--- config.mk ---
export PLATFORM = sky130hd
export DESIGN_NAME = bss_boot_selector
export DESIGN_NICKNAME = d
export VERILOG_FILES = /design/src/common/bss_pkg.sv /design/src/rtl/bss_boot_selector.sv /design/src/rtl/bss_key_mem.sv
export VERILOG_INCLUDE_DIRS = /design/src /design/src/common
export SDC_FILE = /design/constraint.sdc
export NUM_CORES = 1
export LEC_CHECK = 0
export BUFFER_PORTS_ARGS = -buffer_cell sky130_fd_sc_hd__buf_2
export CORE_MARGIN = 4
export CORE_UTILIZATION = 40
export CTS_CLUSTER_DIAMETER = 150
export DETAILED_ROUTE_END_ITERATION = 6
export PLACE_DENSITY_LB_ADDON = 0.12
export SYNTH_ARGS = -nofsm -noshare
export SYNTH_HDL_FRONTEND = slang
export SYNTH_SLANG_ARGS = --single-unit
--- constraint.sdc ---
create_clock -name sys_clk_in -period 5.4 [get_ports sys_clk_in]
set_input_delay 1.08 -clock sys_clk_in [delete_from_list [all_inputs] [get_ports sys_clk_in]]
set_output_delay 1.08 -clock sys_clk_in [all_outputs]
set_load 0.005 [all_outputs]
--- src/common/bss_params.svh ---
// Purpose: constants of the dual image boot selector
// Assumes: 20 MHz system clock, 20-bit flash byte addresses
// Notes: definitions only
`ifndef BSS_PARAMS_SVH
`define BSS_PARAMS_SVH

`define BSS_ADDR_W 20
`define BSS_WORD_W 32
`define BSS_NUM_WORDS 5
`define BSS_IDX_W 3

// word slots in the key store, also the order of reset-time reads
`define BSS_SLOT_CSUM 3'h0
`define BSS_SLOT_REV0 3'h1
`define BSS_SLOT_TRIAL0 3'h2
`define BSS_SLOT_REV1 3'h3
`define BSS_SLOT_TRIAL1 3'h4

// page 0 layout; the user image keeps the top word free for the checksum
`define BSS_PAGE0_FIRST_ADDR 20'h00000
`define BSS_PAGE0_LAST_ADDR 20'h01FFB
`define BSS_PAGE0_CSUM_ADDR 20'h01FFC
`define BSS_PAGE0_TOP_ADDR 20'h01FFF

// key words, as seen before any remapping
`define BSS_BLOCK0_REV_KEY_ADDR 20'h7FFC0
`define BSS_BLOCK0_TRIAL_KEY_ADDR 20'h7FFC8
`define BSS_BLOCK1_REV_KEY_ADDR 20'hFFFC0
`define BSS_BLOCK1_TRIAL_KEY_ADDR 20'hFFFC8
// optional whole-space crc words, never read by the selector
`define BSS_BLOCK0_CRC_ADDR 20'h7FFFC
`define BSS_BLOCK1_CRC_ADDR 20'hFFFFC

// address map halves
`define BSS_LOW_FIRST_ADDR 20'h00000
`define BSS_LOW_LAST_ADDR 20'h7FFFF
`define BSS_HIGH_FIRST_ADDR 20'h80000
`define BSS_HIGH_LAST_ADDR 20'hFFFFF
`define BSS_BLOCK_SEL_BIT 19

`define BSS_ERASED 32'hFFFFFFFF
`define BSS_TRIAL_PASSED 32'h00000000
`define BSS_SWAP_BIT 3

// timing, clock rate in MHz and times in us
`define BSS_CLK_MHZ 20
`define BSS_SIGN_FULL_FLASH_CYCLES 131072
`define BSS_SIGN_FULL_US 8192
`define BSS_SIGN_FULL_CYCLES (`BSS_SIGN_FULL_US * `BSS_CLK_MHZ)
`define BSS_WRITE_TYP_US 46
`define BSS_WRITE_TYP_CYCLES (`BSS_WRITE_TYP_US * `BSS_CLK_MHZ)
`define BSS_FAST_WRITE_TYP_US 20
`define BSS_FAST_WRITE_TYP_CYCLES (`BSS_FAST_WRITE_TYP_US * `BSS_CLK_MHZ)
`define BSS_TIMER_W 18

`endif

--- src/common/bss_pkg.sv ---
// Purpose: types of the dual image boot selector
// Assumes: bss_params.svh for widths
// Notes: mode codes leave the block on mode_out
`include "bss_params.svh"

package bss_pkg;

  typedef enum logic [2:0] {
    BSS_MODE_BOOTING = 3'h0,
    BSS_MODE_DEBUG = 3'h1,
    BSS_MODE_DOWNLOADER = 3'h2,
    BSS_MODE_NORMAL_A = 3'h3,
    BSS_MODE_TRIAL_A = 3'h4,
    BSS_MODE_NORMAL_B = 3'h5,
    BSS_MODE_TRIAL_B = 3'h6
  } bss_mode_t;

  typedef enum logic [2:0] {
    BSS_ST_STRAP = 3'h0,
    BSS_ST_READ = 3'h1,
    BSS_ST_RECALL = 3'h2,
    BSS_ST_CHECK = 3'h3,
    BSS_ST_SIGN = 3'h4,
    BSS_ST_DECIDE = 3'h5,
    BSS_ST_RUN = 3'h6
  } bss_state_t;

  typedef struct packed {
    bss_state_t state;
    logic [`BSS_IDX_W-1:0] idx;
    logic [`BSS_WORD_W-1:0] csum;
    logic [`BSS_WORD_W-1:0] rev0;
    logic [`BSS_WORD_W-1:0] trial0;
    logic [`BSS_WORD_W-1:0] rev1;
    logic [`BSS_WORD_W-1:0] trial1;
    logic [`BSS_TIMER_W-1:0] timer;
    bss_mode_t mode;
    logic rd_req;
    logic [`BSS_ADDR_W-1:0] rd_addr;
    logic sign_req;
    logic switched;
    logic user_fetch;
    logic stall;
    logic timeout;
  } bss_regs_t;

endpackage

--- src/rtl/bss_boot_selector.sv ---
// Purpose: reset-time page 0 check and choice of boot image and address layout
// Assumes: flash read port answers each held request with one ack pulse;
//   signature engine answers a held request with one done pulse and its result
// Notes:
// Notes on behaviour
// - checksum word all ones after reset means no page 0 signature.
// - otherwise sign 0x00000 to 0x01FFB and compare with stored checksum.
// - matching signature lets the user image start.
// - mismatching signature blocks the user image and selects downloader mode.
// - reset-time signature never covers more than page 0.
// - signature result compared with checksum at 0x1FFC of page 0.
// - full user space signing takes about 128k flash clocks, 8.192 ms.
// - one 72-bit write typically 46 us at 16 MHz, guidance only.
// - fast sequential writes within a page typically 20 us each.
// - flash operation in fetch block stalls instruction fetch until done.
// - unswitched layout puts block 0 low, block 1 high.
// - switched layout puts block 1 low, block 0 high.
// - six modes, entered only through reset, chosen from key values.
// - revision key at 0x7FFC0 holds update number, higher is newer.
// - trial key reads erased after download; passed code sets it zero.
// - read both blocks' revision and trial keys before remapping.
// - download-select high at reset gives debug mode, user image runs.
// - prefer larger revision key; fall back when its trial key nonzero.
// - no trial key at zero means downloader mode.
// - swap bit 3 of user setup register switches mapping in trial.
`timescale 1ns/1ps
`include "bss_params.svh"

module bss_boot_selector
  import bss_pkg::*;
#(
  parameter int ADDR_W = `BSS_ADDR_W,
  parameter int SIGN_TIMEOUT_CYCLES = `BSS_SIGN_FULL_CYCLES
) (
  input wire logic sys_clk_in,
  input wire logic rst_n_in,
  input wire logic download_select_in,
  output logic rd_req_out,
  output logic [ADDR_W-1:0] rd_addr_out,
  input wire logic rd_ack_in,
  input wire logic [`BSS_WORD_W-1:0] rd_data_in,
  output logic sign_req_out,
  output logic [ADDR_W-1:0] sign_first_addr_out,
  output logic [ADDR_W-1:0] sign_last_addr_out,
  input wire logic sign_done_in,
  input wire logic [`BSS_WORD_W-1:0] sign_result_in,
  input wire logic [`BSS_WORD_W-1:0] flash_user_setup_reg_in,
  input wire logic flash_op_busy_in,
  input wire logic flash_op_block_in,
  input wire logic fetch_addr_high_in,
  output logic [2:0] mode_out,
  output logic layout_switched_out,
  output logic user_fetch_en_out,
  output logic fetch_stall_out,
  output logic sign_timeout_out
);

  if (ADDR_W != `BSS_ADDR_W) begin : g_bad_addr
    $error("bss_boot_selector: ADDR_W must match the flash address width");
  end
  if (SIGN_TIMEOUT_CYCLES < 1 || SIGN_TIMEOUT_CYCLES >= (1 << `BSS_TIMER_W)) begin : g_bad_to
    $error("bss_boot_selector: SIGN_TIMEOUT_CYCLES out of timer range");
  end

  localparam logic [`BSS_TIMER_W-1:0] SIGN_LIMIT = `BSS_TIMER_W'(SIGN_TIMEOUT_CYCLES);
  localparam logic [`BSS_IDX_W-1:0] LAST_SLOT = `BSS_SLOT_TRIAL1;

  bss_regs_t r;
  bss_regs_t next_r;

  logic mem_we;
  logic [`BSS_IDX_W-1:0] mem_rd_idx;
  logic [`BSS_WORD_W-1:0] mem_rd_data;

  // reads land in the store, then come back one at a time for the decision
  bss_key_mem #(
    .DATA_W(`BSS_WORD_W),
    .DEPTH(`BSS_NUM_WORDS),
    .IDX_W(`BSS_IDX_W)
  ) u_key_mem (
    .sys_clk_in(sys_clk_in),
    .rst_n_in(rst_n_in),
    .wr_en_in(mem_we),
    .wr_idx_in(r.idx),
    .wr_data_in(rd_data_in),
    .rd_idx_in(mem_rd_idx),
    .rd_data_out(mem_rd_data)
  );

  // flash address of each stored word
  function automatic logic [ADDR_W-1:0] slot_addr(input logic [`BSS_IDX_W-1:0] idx);
    logic [ADDR_W-1:0] a;
    a = `BSS_PAGE0_CSUM_ADDR;
    case (idx)
      `BSS_SLOT_CSUM: a = `BSS_PAGE0_CSUM_ADDR;
      `BSS_SLOT_REV0: a = `BSS_BLOCK0_REV_KEY_ADDR;
      `BSS_SLOT_TRIAL0: a = `BSS_BLOCK0_TRIAL_KEY_ADDR;
      `BSS_SLOT_REV1: a = `BSS_BLOCK1_REV_KEY_ADDR;
      `BSS_SLOT_TRIAL1: a = `BSS_BLOCK1_TRIAL_KEY_ADDR;
      default: a = `BSS_PAGE0_CSUM_ADDR;
    endcase
    return a;
  endfunction

  // erased revision key ranks below every programmed one
  function automatic logic signed [`BSS_WORD_W:0] rev_rank(input logic [`BSS_WORD_W-1:0] k);
    logic signed [`BSS_WORD_W:0] v;
    v = $signed({1'b0, k});
    if (k == `BSS_ERASED) begin
      v = -33'sd1;
    end
    return v;
  endfunction

  logic signed [`BSS_WORD_W:0] rank0;
  logic signed [`BSS_WORD_W:0] rank1;
  logic prefer_b;
  logic pref_trial_ok;
  logic other_trial_ok;
  logic in_trial;
  logic swap_bit;
  logic fetch_block;

  always_comb begin
    rank0 = rev_rank(r.rev0);
    rank1 = rev_rank(r.rev1);
    // ties go to block 0, so block 1 never wins without a strictly newer key
    prefer_b = (rank1 > rank0);
    pref_trial_ok = prefer_b ? (r.trial1 == `BSS_TRIAL_PASSED) : (r.trial0 == `BSS_TRIAL_PASSED);
    other_trial_ok = prefer_b ? (r.trial0 == `BSS_TRIAL_PASSED) : (r.trial1 == `BSS_TRIAL_PASSED);
    in_trial = (r.mode == BSS_MODE_TRIAL_A) || (r.mode == BSS_MODE_TRIAL_B);
    swap_bit = flash_user_setup_reg_in[`BSS_SWAP_BIT];
    // physical block behind the fetch address under the current layout
    fetch_block = fetch_addr_high_in ^ r.switched;
  end

  always_comb begin
    next_r = r;
    mem_we = 1'b0;
    mem_rd_idx = r.idx;
    next_r.timeout = 1'b0;
    case (r.state)
      BSS_ST_STRAP: begin
        // strap sampled by the clock after reset release, never by the reset itself
        if (download_select_in) begin
          next_r.mode = BSS_MODE_DEBUG;
          next_r.switched = 1'b0;
          next_r.state = BSS_ST_RUN;
        end else begin
          next_r.idx = `BSS_SLOT_CSUM;
          next_r.rd_addr = slot_addr(`BSS_SLOT_CSUM);
          next_r.rd_req = 1'b1;
          next_r.state = BSS_ST_READ;
        end
      end
      BSS_ST_READ: begin
        if (rd_ack_in) begin
          mem_we = 1'b1;
          if (r.idx == LAST_SLOT) begin
            next_r.rd_req = 1'b0;
            next_r.idx = `BSS_SLOT_CSUM;
            next_r.state = BSS_ST_RECALL;
          end else begin
            next_r.idx = r.idx + `BSS_IDX_W'(1);
            next_r.rd_addr = slot_addr(r.idx + `BSS_IDX_W'(1));
          end
        end
      end
      BSS_ST_RECALL: begin
        // store answers one cycle late, so each word lands under the previous index
        if (r.idx != `BSS_SLOT_CSUM) begin
          case (r.idx - `BSS_IDX_W'(1))
            `BSS_SLOT_CSUM: next_r.csum = mem_rd_data;
            `BSS_SLOT_REV0: next_r.rev0 = mem_rd_data;
            `BSS_SLOT_TRIAL0: next_r.trial0 = mem_rd_data;
            `BSS_SLOT_REV1: next_r.rev1 = mem_rd_data;
            default: next_r.trial1 = mem_rd_data;
          endcase
        end
        if (r.idx == LAST_SLOT + `BSS_IDX_W'(1)) begin
          next_r.state = BSS_ST_CHECK;
        end else begin
          next_r.idx = r.idx + `BSS_IDX_W'(1);
        end
      end
      BSS_ST_CHECK: begin
        if (r.csum == `BSS_ERASED) begin
          next_r.state = BSS_ST_DECIDE;
        end else begin
          next_r.sign_req = 1'b1;
          next_r.timer = '0;
          next_r.state = BSS_ST_SIGN;
        end
      end
      BSS_ST_SIGN: begin
        next_r.timer = r.timer + `BSS_TIMER_W'(1);
        if (sign_done_in) begin
          next_r.sign_req = 1'b0;
          // result checked against the word just above the signed range
          if (sign_result_in == r.csum) begin
            next_r.state = BSS_ST_DECIDE;
          end else begin
            next_r.mode = BSS_MODE_DOWNLOADER;
            next_r.switched = 1'b0;
            next_r.state = BSS_ST_RUN;
          end
        end else if (r.timer == SIGN_LIMIT - `BSS_TIMER_W'(1)) begin
          // a hung engine would hold the part in reset forever; the bound is a
          // full user space signature, far longer than page 0 needs
          next_r.sign_req = 1'b0;
          next_r.timeout = 1'b1;
          next_r.mode = BSS_MODE_DOWNLOADER;
          next_r.switched = 1'b0;
          next_r.state = BSS_ST_RUN;
        end
      end
      BSS_ST_DECIDE: begin
        // mode and layout settle here; fetch opens one cycle later
        next_r.state = BSS_ST_RUN;
        if (pref_trial_ok) begin
          next_r.mode = prefer_b ? BSS_MODE_NORMAL_B : BSS_MODE_NORMAL_A;
          next_r.switched = prefer_b;
        end else if (other_trial_ok) begin
          // older image runs the trial on the newer one
          next_r.mode = prefer_b ? BSS_MODE_TRIAL_A : BSS_MODE_TRIAL_B;
          next_r.switched = !prefer_b;
        end else begin
          next_r.mode = BSS_MODE_DOWNLOADER;
          next_r.switched = 1'b0;
        end
      end
      BSS_ST_RUN: begin
        // user images and debug fetch; downloader mode keeps the user image shut
        next_r.user_fetch = (r.mode != BSS_MODE_DOWNLOADER);
        // swap bit flips the layout only while a trial runs
        if (in_trial) begin
          next_r.switched = (r.mode == BSS_MODE_TRIAL_B) ^ swap_bit;
        end
      end
      default: begin
        next_r.state = BSS_ST_STRAP;
      end
    endcase
    // fetch held while the boot decision runs or a flash operation owns its block;
    // write and erase times vary, so the hold follows busy, never a fixed count
    next_r.stall = !next_r.user_fetch ||
                   (flash_op_busy_in && (flash_op_block_in == fetch_block));
  end

  always_ff @(posedge sys_clk_in or negedge rst_n_in) begin
    if (!rst_n_in) begin
      r.state <= BSS_ST_STRAP;
      r.idx <= '0;
      r.csum <= `BSS_ERASED;
      r.rev0 <= `BSS_ERASED;
      r.trial0 <= `BSS_ERASED;
      r.rev1 <= `BSS_ERASED;
      r.trial1 <= `BSS_ERASED;
      r.timer <= '0;
      r.mode <= BSS_MODE_BOOTING;
      r.rd_req <= 1'b0;
      r.rd_addr <= '0;
      r.sign_req <= 1'b0;
      r.switched <= 1'b0;
      r.user_fetch <= 1'b0;
      r.stall <= 1'b1;
      r.timeout <= 1'b0;
    end else begin
      r <= next_r;
    end
  end

  // sticky report of a signature that never answered
  logic timeout_seen;

  always_ff @(posedge sys_clk_in or negedge rst_n_in) begin
    if (!rst_n_in) begin
      timeout_seen <= 1'b0;
    end else if (r.timeout) begin
      timeout_seen <= 1'b1;
    end
  end

  // sign range is fixed to page 0, so a constant range drives the engine
  always_ff @(posedge sys_clk_in or negedge rst_n_in) begin
    if (!rst_n_in) begin
      sign_first_addr_out <= '0;
      sign_last_addr_out <= '0;
    end else begin
      sign_first_addr_out <= `BSS_PAGE0_FIRST_ADDR;
      sign_last_addr_out <= `BSS_PAGE0_LAST_ADDR;
    end
  end

  assign rd_req_out = r.rd_req;
  assign rd_addr_out = r.rd_addr;
  assign sign_req_out = r.sign_req;
  assign mode_out = r.mode;
  assign layout_switched_out = r.switched;
  assign user_fetch_en_out = r.user_fetch;
  assign fetch_stall_out = r.stall;
  assign sign_timeout_out = timeout_seen;

endmodule

--- src/rtl/bss_key_mem.sv ---
// Purpose: small word store for key and checksum words
// Assumes: one write and one read port, same clock
// Notes: read data come out of a register, one cycle after the address
`timescale 1ns/1ps
`include "bss_params.svh"

module bss_key_mem #(
  parameter int DATA_W = `BSS_WORD_W,
  parameter int DEPTH = `BSS_NUM_WORDS,
  parameter int IDX_W = `BSS_IDX_W
) (
  input wire logic sys_clk_in,
  input wire logic rst_n_in,
  input wire logic wr_en_in,
  input wire logic [IDX_W-1:0] wr_idx_in,
  input wire logic [DATA_W-1:0] wr_data_in,
  input wire logic [IDX_W-1:0] rd_idx_in,
  output logic [DATA_W-1:0] rd_data_out
);

  logic [DATA_W-1:0] mem [DEPTH];

  if (DEPTH > (1 << IDX_W)) begin : g_bad_depth
    $error("bss_key_mem: DEPTH does not fit IDX_W");
  end

  // one storage word per entry; words carry no reset, they are always written first
  for (genvar i = 0; i < DEPTH; i++) begin : g_word
    always_ff @(posedge sys_clk_in) begin
      if (wr_en_in && (wr_idx_in == IDX_W'(i))) begin
        mem[i] <= wr_data_in;
      end
    end
  end

  always_ff @(posedge sys_clk_in or negedge rst_n_in) begin
    if (!rst_n_in) begin
      rd_data_out <= '0;
    end else if (int'(rd_idx_in) < DEPTH) begin
      rd_data_out <= mem[rd_idx_in];
    end else begin
      rd_data_out <= '0;
    end
  end

endmodule

==> results of run 1 <==
[stage by stage]
| stage | setup WS (ps) | hold slack [ps] | total power, mW |
|---|---|---|---|
| final | 2130 | 424 | 6.51 |
| after global routing | 1860 | 441 | 6.76 |
| after CTS | 2040 | 428 | 6.62 |
| after detailed placement | 1720 | 418 | 3.46 |
| after global placement | 1700 | 423 | 3.45 |
| after floorplan | 2130 | 410 | 3.32 |
[layout make-up]
type                            count  area, um^2  area share
Clock buffer                       70        1410      0.0708
Clock inverter                     11         139     0.00699
Multi-Input combinational cell    804        5920       0.298
Inverter                           43         161     0.00812
Tap cell                          585         732      0.0368
Sequential cell                   392       10800       0.544
Timing Repair Buffer              128         706      0.0355
[power by group]
part | leakage, nW | switching (mW) | total, mW | internal (mW)
Clock | 0.769 | 1.21 | 3.11 | 1.90
Sequential | 4.00 | 0.0433 | 3.18 | 3.14
Combinational | 3.21 | 0.144 | 0.216 | 0.0725
[cell usage in the layout, fill, tap and decap left out, drive strengths merged, types with 3 or more instances in the layout]
cell	netlist	layout
buf	77	128
clkbuf	66	70
o211ai	4	4
o21ai	89	89
a31oi	3	3
nor3	10	10
inv	43	46
nor4	27	27
nand3	34	34
nand2	82	82
mux2i	21	21
mux2	184	184
nand4	48	48
or4	8	8
dfstp	161	161
and3	9	9
ha	42	42
dfrtp	71	71
a21oi	57	57
nand3b	5	5
conb	2	31
a21o	5	5
xor2	19	19
nor3b	3	3
o31ai	4	4
clkinv	0	6
xnor2	17	17
a22oi	24	24
nor2	38	38
edfxtp	160	160
o22ai	10	10
[Yosys cell counts, types with 38 or more instances]
library cell,instances
sky130_fd_sc_hd__edfxtp_1,160
sky130_fd_sc_hd__inv_1,41
sky130_fd_sc_hd__nor2_1,38
sky130_fd_sc_hd__mux2_2,72
sky130_fd_sc_hd__buf_4,62
sky130_fd_sc_hd__ha_1,42
sky130_fd_sc_hd__clkbuf_1,66
sky130_fd_sc_hd__dfstp_2,161
sky130_fd_sc_hd__mux2_1,112
sky130_fd_sc_hd__o21ai_0,82
sky130_fd_sc_hd__nand4_1,48
sky130_fd_sc_hd__nand2_1,82
sky130_fd_sc_hd__a21oi_1,57
sky130_fd_sc_hd__dfrtp_1,71
[metal layers]
layer	wire [um]	share of wire	track usage	vias up
li1	-	-	-	4979
met1	18900	0.46	0.240	5297
met2	19900	0.48	0.286	174
met3	1330	0.032	0.0292	68
met4	1100	0.027	0.0558	0
met5	0	0	0	-
[worst paths after layout]
check,start,to,slack [ps],cells past startpoint
worst min register to register,r[0]$_DFF_PN0_,sign_timeout_out$_DFFE_PN0P_,420,1
min in group asynchronous,rst_n_in,sign_last_addr_out[0]$_DFF_PN0_,600,1
worst max register to register,r[90]$_DFFE_PN1P_,mode_out[0]$_DFFE_PN0P_,2130,11
max in group asynchronous,rst_n_in,r[68]$_DFFE_PN1P_,3690,2
worst min-delay path,r[0]$_DFF_PN0_,sign_timeout_out$_DFFE_PN0P_,420,1
worst max-delay path,r[90]$_DFFE_PN1P_,mode_out[0]$_DFFE_PN0P_,2130,11
[kinds of logic (layout without fill, tap and decap cells)]
kind of cell / count (synthesis) / count (layout)
adder cells (fa/ha/maj): 42 / 42
flip-flops: 392 / 392
buffers and inverters: 186 / 252
other: 2 / 31
XOR/XNOR: 36 / 36
AND/OR/NAND/NOR: 280 / 280
AO/OA/AOI/OAI: 210 / 210
multiplexers: 205 / 205
[critical path, delay by kind of cell (launching register included)]
family	cells	cell delay, ps
AO/OA/AOI/OAI	5	1280
AND/OR/NAND/NOR	5	1020
flip-flops	1	550
adder cells (fa/ha/maj)	1	300
[sequential cells by signal (all words and copies together), names as in the netlist, 3 cells and up]
name                   count
r                        182
u_key_mem.mem            160
u_key_mem.rd_data_out     32
rd_addr_out                5
mem_rd_idx                 3
mode_out                   3
==> impl_metrics.env, run 1 <==
export IMPL_run_status="finished, final reports clean"
export IMPL_die_area_mm2=0.0472
export IMPL_routed_via_count_divided_by_cell_count=5.17
export IMPL_ys_ff_latch=392
export IMPL_max_freq_mhz=306
export IMPL_place_detailed_instances=1952
export IMPL_synth_edff_count=160
export IMPL_combinational_family_with_the_most_area_after_synthesis="multiplexers"
export IMPL_dieHeight_um=217
export IMPL_synthAdderAreaFrac=0.0300
export IMPL_critical_path_cell_chain="nand4_1 > or4_1 > nor2_1 > ha_1 > nand4_1 > nor2_1 > a22oi_1 > o221ai_1 > o31ai_1 > o211ai_1 > a22o_1"
export IMPL_filler_cell_count=3951
export IMPL_worstPathRequired_ps=5860
export IMPL_grt_start_max_net_pins=122
export IMPL_slew_violations=0
export IMPL_gr_usage_all_layers=0.175
export IMPL_initial_core_util=0.406
export IMPL_boundaryPins=173
export IMPL_cts_num_sinks=392
export IMPL_nets_final=1559
export IMPL_synth_top_cell_area_share=0.274
export IMPL_worst_ir_drop_vdd_uv=252
export IMPL_cts_tree="yes"
export IMPL_die_x_um=217
export IMPL_syn_cell_area_mm2=0.0175
export IMPL_post_cts_hold_buffer_count=0
export IMPL_cp_end_kind="flop"
export IMPL_power_per_cell_area_mw_per_mm2=327
export IMPL_synthSimpleGateAreaFrac=0.0821
export IMPL_clock_insertion_delay_worst_skew_ps=570
export IMPL_maximum_cell_stage_delay_along_the_critical_path_ps=550
export IMPL_power_leakage_nw=7.97
export IMPL_detail_route_wirelength_mm=41.2
export IMPL_slew_headroom=0.224
export IMPL_post_cts_setup_buffers=0
export IMPL_finish_cell_count_without_fillers=2033
export IMPL_synth_to_final_area_change_pct=13.4
export IMPL_worst_path_max_delay_cell="sky130_fd_sc_hd__dfstp_2"
export IMPL_detail_route_wl_per_cell_um=20.3
export IMPL_ys_warn_count=0
export IMPL_finalWorstPathRequiredPeriod_ps=3270
export IMPL_clock_transition_at_path_regs_ps=60
export IMPL_synth_xor_area_frac=0.0180
export IMPL_dpl_instance_area_mm2=0.0183
export IMPL_n_antenna_cell=0
export IMPL_clock_root_buffer="sky130_fd_sc_hd__clkbuf_16"
export IMPL_worst_case_clock_skew_ps=14.5
export IMPL_synth_compound_gate_area_share=0.0696
export IMPL_dp_hpwl_mm=27.7
export IMPL_tritoncts_num_buffers=44
export IMPL_start_kind="flop"
export IMPL_setup_violations=0
export IMPL_cts_max_level=2
export IMPL_worst_pin_slew_ps=1150
export IMPL_maxCapViolCount=0
export IMPL_floorplan_row_count=76
export IMPL_detailedRoute_firstPassIterationCount=4
export IMPL_timing_worst_setup_path_type="reg2reg"
export IMPL_cts_root_to_sink_buffers=3
export IMPL_synthesis_instances=1353
export IMPL_weighted_congestion_at_the_end_of_routability_driven_global_placement=0.814
export IMPL_critical_path_peak_fanout=6
export IMPL_post_route_cell_area_mm2=0.0199
export IMPL_detail_route_drc_violations=0
export IMPL_postSynthAreaPerCell_um2=13.0
export IMPL_rsz_0062_raised_after_global_routing="no"
export IMPL_number_of_global_route_vias_before_repair=10500
export IMPL_min_path_type="reg2reg"
export IMPL_postRouteAntennaNets=0
export IMPL_finalSetupTns_ps=0
export IMPL_timing_final_hold_violations=0
export IMPL_most_area_hungry_cell_type_in_the_yosys_netlist="sky130_fd_sc_hd__edfxtp_1"
export IMPL_grt_first_pass_wirelength_mm=63.5
export IMPL_antenna_violations_before_repair=1
export IMPL_synth_mux_area_frac=0.130
export IMPL_worstPathArrival_ps=3730
export IMPL_netlist_cell_type_count=59
export IMPL_synth_top_cells_by_area="sky130_fd_sc_hd__edfxtp_1 27%, sky130_fd_sc_hd__dfstp_2 24%, sky130_fd_sc_hd__dfrtp_1 10%, sky130_fd_sc_hd__mux2_1 7.2%, sky130_fd_sc_hd__mux2_2 4.6%"
export IMPL_detail_route_iter0_violations=542
export IMPL_synth_sequential_area_ratio=0.617
export IMPL_gr_total_overflow=0
export IMPL_synthArstFlopShare=0.592
export IMPL_cts_resized=0
export IMPL_core_area_mm2=0.0432
export IMPL_final_core_util=0.460
export IMPL_number_of_input_and_output_port_buffers_inserted=111
export IMPL_final_cycle_utilization_of_the_critical_path=0.606
export IMPL_synth_flop_cell="sky130_fd_sc_hd__dfstp_2"
export IMPL_via_count=10500
export IMPL_share_of_post_route_cells_with_drive_strength_above_1=0.307
(Power assumes the default switching activity.)
==> run 2: changes to the inputs <==
==> constraint.sdc (replaced) <==
create_clock -name sys_clk_in -period 3.3 [get_ports sys_clk_in]
set_input_delay 0.66 -clock sys_clk_in [delete_from_list [all_inputs] [get_ports sys_clk_in]]
set_output_delay 0.66 -clock sys_clk_in [all_outputs]
set_load 0.005 [all_outputs]
==> impl_metrics.env, run 2 (synthesis results as in run 1) <==
export IMPL_detail_route_iter0_violations=463
export IMPL_tritoncts_num_buffers=44
export IMPL_finalSetupTns_ps=0
export IMPL_floorplan_row_count=76
export IMPL_met2_usage=0.290
export IMPL_number_of_input_and_output_port_buffers_inserted=111
export IMPL_worstPathRequired_ps=3750
export IMPL_gr_usage_all_layers=0.176
export IMPL_timing_final_hold_violations=0
export IMPL_slew_headroom=0.540
export IMPL_cts_tree="yes"
export IMPL_critPathCapture="layout_switched_out$_DFFE_PN0P_"
export IMPL_detailedRoute_firstPassIterationCount=5
export IMPL_timing_worst_setup_path_type="reg2reg"
export IMPL_largest_register="r"
export IMPL_worst_ir_drop_vdd_uv=493
export IMPL_clock_transition_at_path_regs_ps=60
export IMPL_run_status="finished, final reports clean"
export IMPL_cts_root_to_sink_buffers=3
export IMPL_number_of_global_route_vias_before_repair=10700
export IMPL_setup_violations=0
export IMPL_most_frequent_cells_in_the_layout="161 x sky130_fd_sc_hd__dfstp_2, 160 x sky130_fd_sc_hd__edfxtp_1, 112 x sky130_fd_sc_hd__mux2_1"
export IMPL_min_path_type="in2async"
export IMPL_design_power_total_mw=10.3
export IMPL_cts_max_level=2
export IMPL_worstPathArrival_ps=3550
export IMPL_cts_num_sinks=392
export IMPL_fraction_of_met1_tracks_used_by_global_routing=0.241
export IMPL_rsz_0062_raised_after_global_routing="no"
export IMPL_worst_case_clock_skew_ps=14.4
export IMPL_post_cts_setup_buffers=0
export IMPL_filler_cell_count=4000
export IMPL_postRouteAntennaNets=0
export IMPL_timing_critical_path_from="r[109]$_DFFE_PN1P_"
export IMPL_critical_path_peak_fanout=4
export IMPL_cp_end_kind="flop"
export IMPL_max_freq_mhz=322
export IMPL_via_count=10500
export IMPL_dieHeight_um=217
export IMPL_rrSetupSlack_ps=200
export IMPL_routed_via_count_divided_by_cell_count=5.14
export IMPL_power_per_cell_area_mw_per_mm2=519
export IMPL_groute_layer_met3_usage=0.0264
export IMPL_layout_setup_ws_ps=196
export IMPL_clock_root_buffer="sky130_fd_sc_hd__clkbuf_16"
export IMPL_dpl_worst_slack_ps=129
export IMPL_start_kind="flop"
export IMPL_final_cycle_utilization_of_the_critical_path=0.941
export IMPL_power_leakage_nw=7.97
export IMPL_clock_insertion_delay_worst_skew_ps=570
export IMPL_weighted_congestion_at_the_end_of_routability_driven_global_placement=0.820
export IMPL_grt_start_max_net_pins=99
export IMPL_maxCapViolCount=0
export IMPL_antenna_violations_before_repair=3
export IMPL_largest_register_ff_count=182
export IMPL_mostFrequentLayoutCell="sky130_fd_sc_hd__dfstp_2"
export IMPL_detail_route_drc_violations=0
export IMPL_grt_first_pass_wirelength_mm=64.0
export IMPL_initial_core_util=0.406
export IMPL_detail_route_wl_per_cell_um=20.1
export IMPL_nets_final=1570
export IMPL_core_area_mm2=0.0432
export IMPL_post_cts_hold_buffer_count=0
export IMPL_share_of_post_route_cells_with_drive_strength_above_1=0.312
export IMPL_timing_reg2reg_worst_path_depth=11
export IMPL_dp_hpwl_mm=27.4
export IMPL_die_x_um=217
export IMPL_gr_total_overflow=0
export IMPL_cts_resized=0
export IMPL_finalWorstPathRequiredPeriod_ps=3100
export IMPL_boundaryPins=173
export IMPL_synth_to_final_area_change_pct=13.5
export IMPL_grt_busiest_layer="met2"
export IMPL_biggestRegsByFlops="r: 182 flops, u_key_mem.mem: 160 flops, u_key_mem.rd_data_out: 32 flops"
export IMPL_beginning_of_the_worst_register_to_register_path="r[109]$_DFFE_PN1P_"
export IMPL_die_area_mm2=0.0472
export IMPL_worst_pin_slew_ps=690
export IMPL_detail_route_wirelength_mm=41.2
export IMPL_regToRegEndpoint="layout_switched_out$_DFFE_PN0P_"
export IMPL_slew_violations=0
-- run 2: power breakdown --
| part | internal, mW | total, mW | switching, mW | leakage (nW) |
|---|---|---|---|---|
| Sequential | 5.13 | 5.21 | 0.0764 | 4.00 |
| Combinational | 0.122 | 0.354 | 0.232 | 3.27 |
| Clock | 2.78 | 4.77 | 1.99 | 0.705 |
-- run 2: how the worst min path moves through the flow --
| stage | end | slack [ps] | cells after the start |
|---|---|---|---|
| floorplan | layout_switched_out$_DFFE_PN0P_ | 360 | 0 |
| global placement | sign_timeout_out$_DFFE_PN0P_ | 420 | 1 |
| detailed placement | sign_timeout_out$_DFFE_PN0P_ | 430 | 1 |
| CTS | sign_last_addr_out[0]$_DFF_PN0_ | 20 | 1 |
| global route | sign_last_addr_out[0]$_DFF_PN0_ | 40 | 1 |
| finish | sign_last_addr_out[0]$_DFF_PN0_ | 30 | 1 |
-- run 2: layout make-up --
| cell class | count | area, um^2 | area share |
|---|---|---|---|
| antenna | 1 | 2.50 | 0.000126 |
| clock buffer | 60 | 1260 | 0.0634 |
| clock inverter | 22 | 164 | 0.00824 |
| inverter | 43 | 161 | 0.00811 |
| multi-input combinational | 804 | 5920 | 0.298 |
| sequential | 392 | 10800 | 0.544 |
| tap | 585 | 732 | 0.0368 |
| timing repair buffer | 139 | 838 | 0.0421 |
-- run 2: per-layer routing --
layer / part of all wire / wire (um) / vias to the layer above
met5: 0.00046 / 19 / -
met4: 0.023 / 963 / 2
met3: 0.033 / 1350 / 70
met2: 0.49 / 20100 / 173
met1: 0.46 / 18800 / 5267
li1: - / - / 4999
-- run 2: metrics by stage --
step,utilization,area (um^2),hold slack (ps),instances
floorplan,-,17600,364,1382
global placement,0.428,18500,416,1963
detailed placement,0.428,18500,425,1963
CTS,0.461,19900,18.5,2045
global route,0.461,19900,44.6,2046
finish,0.461,19900,25.5,2046
-- run 2: worst max-delay path, cell delays in order, from the launching register on --
cell	delay (ps)
sky130_fd_sc_hd__dfstp_2	540
sky130_fd_sc_hd__nand4_1	140
sky130_fd_sc_hd__or4_1	520
sky130_fd_sc_hd__nor2_1	120
sky130_fd_sc_hd__ha_1	250
sky130_fd_sc_hd__nand4_1	170
sky130_fd_sc_hd__nor2_1	60
sky130_fd_sc_hd__a22oi_1	230
sky130_fd_sc_hd__o211ai_1	120
sky130_fd_sc_hd__o31a_2	340
sky130_fd_sc_hd__a41o_1	250
sky130_fd_sc_hd__mux2_2	250
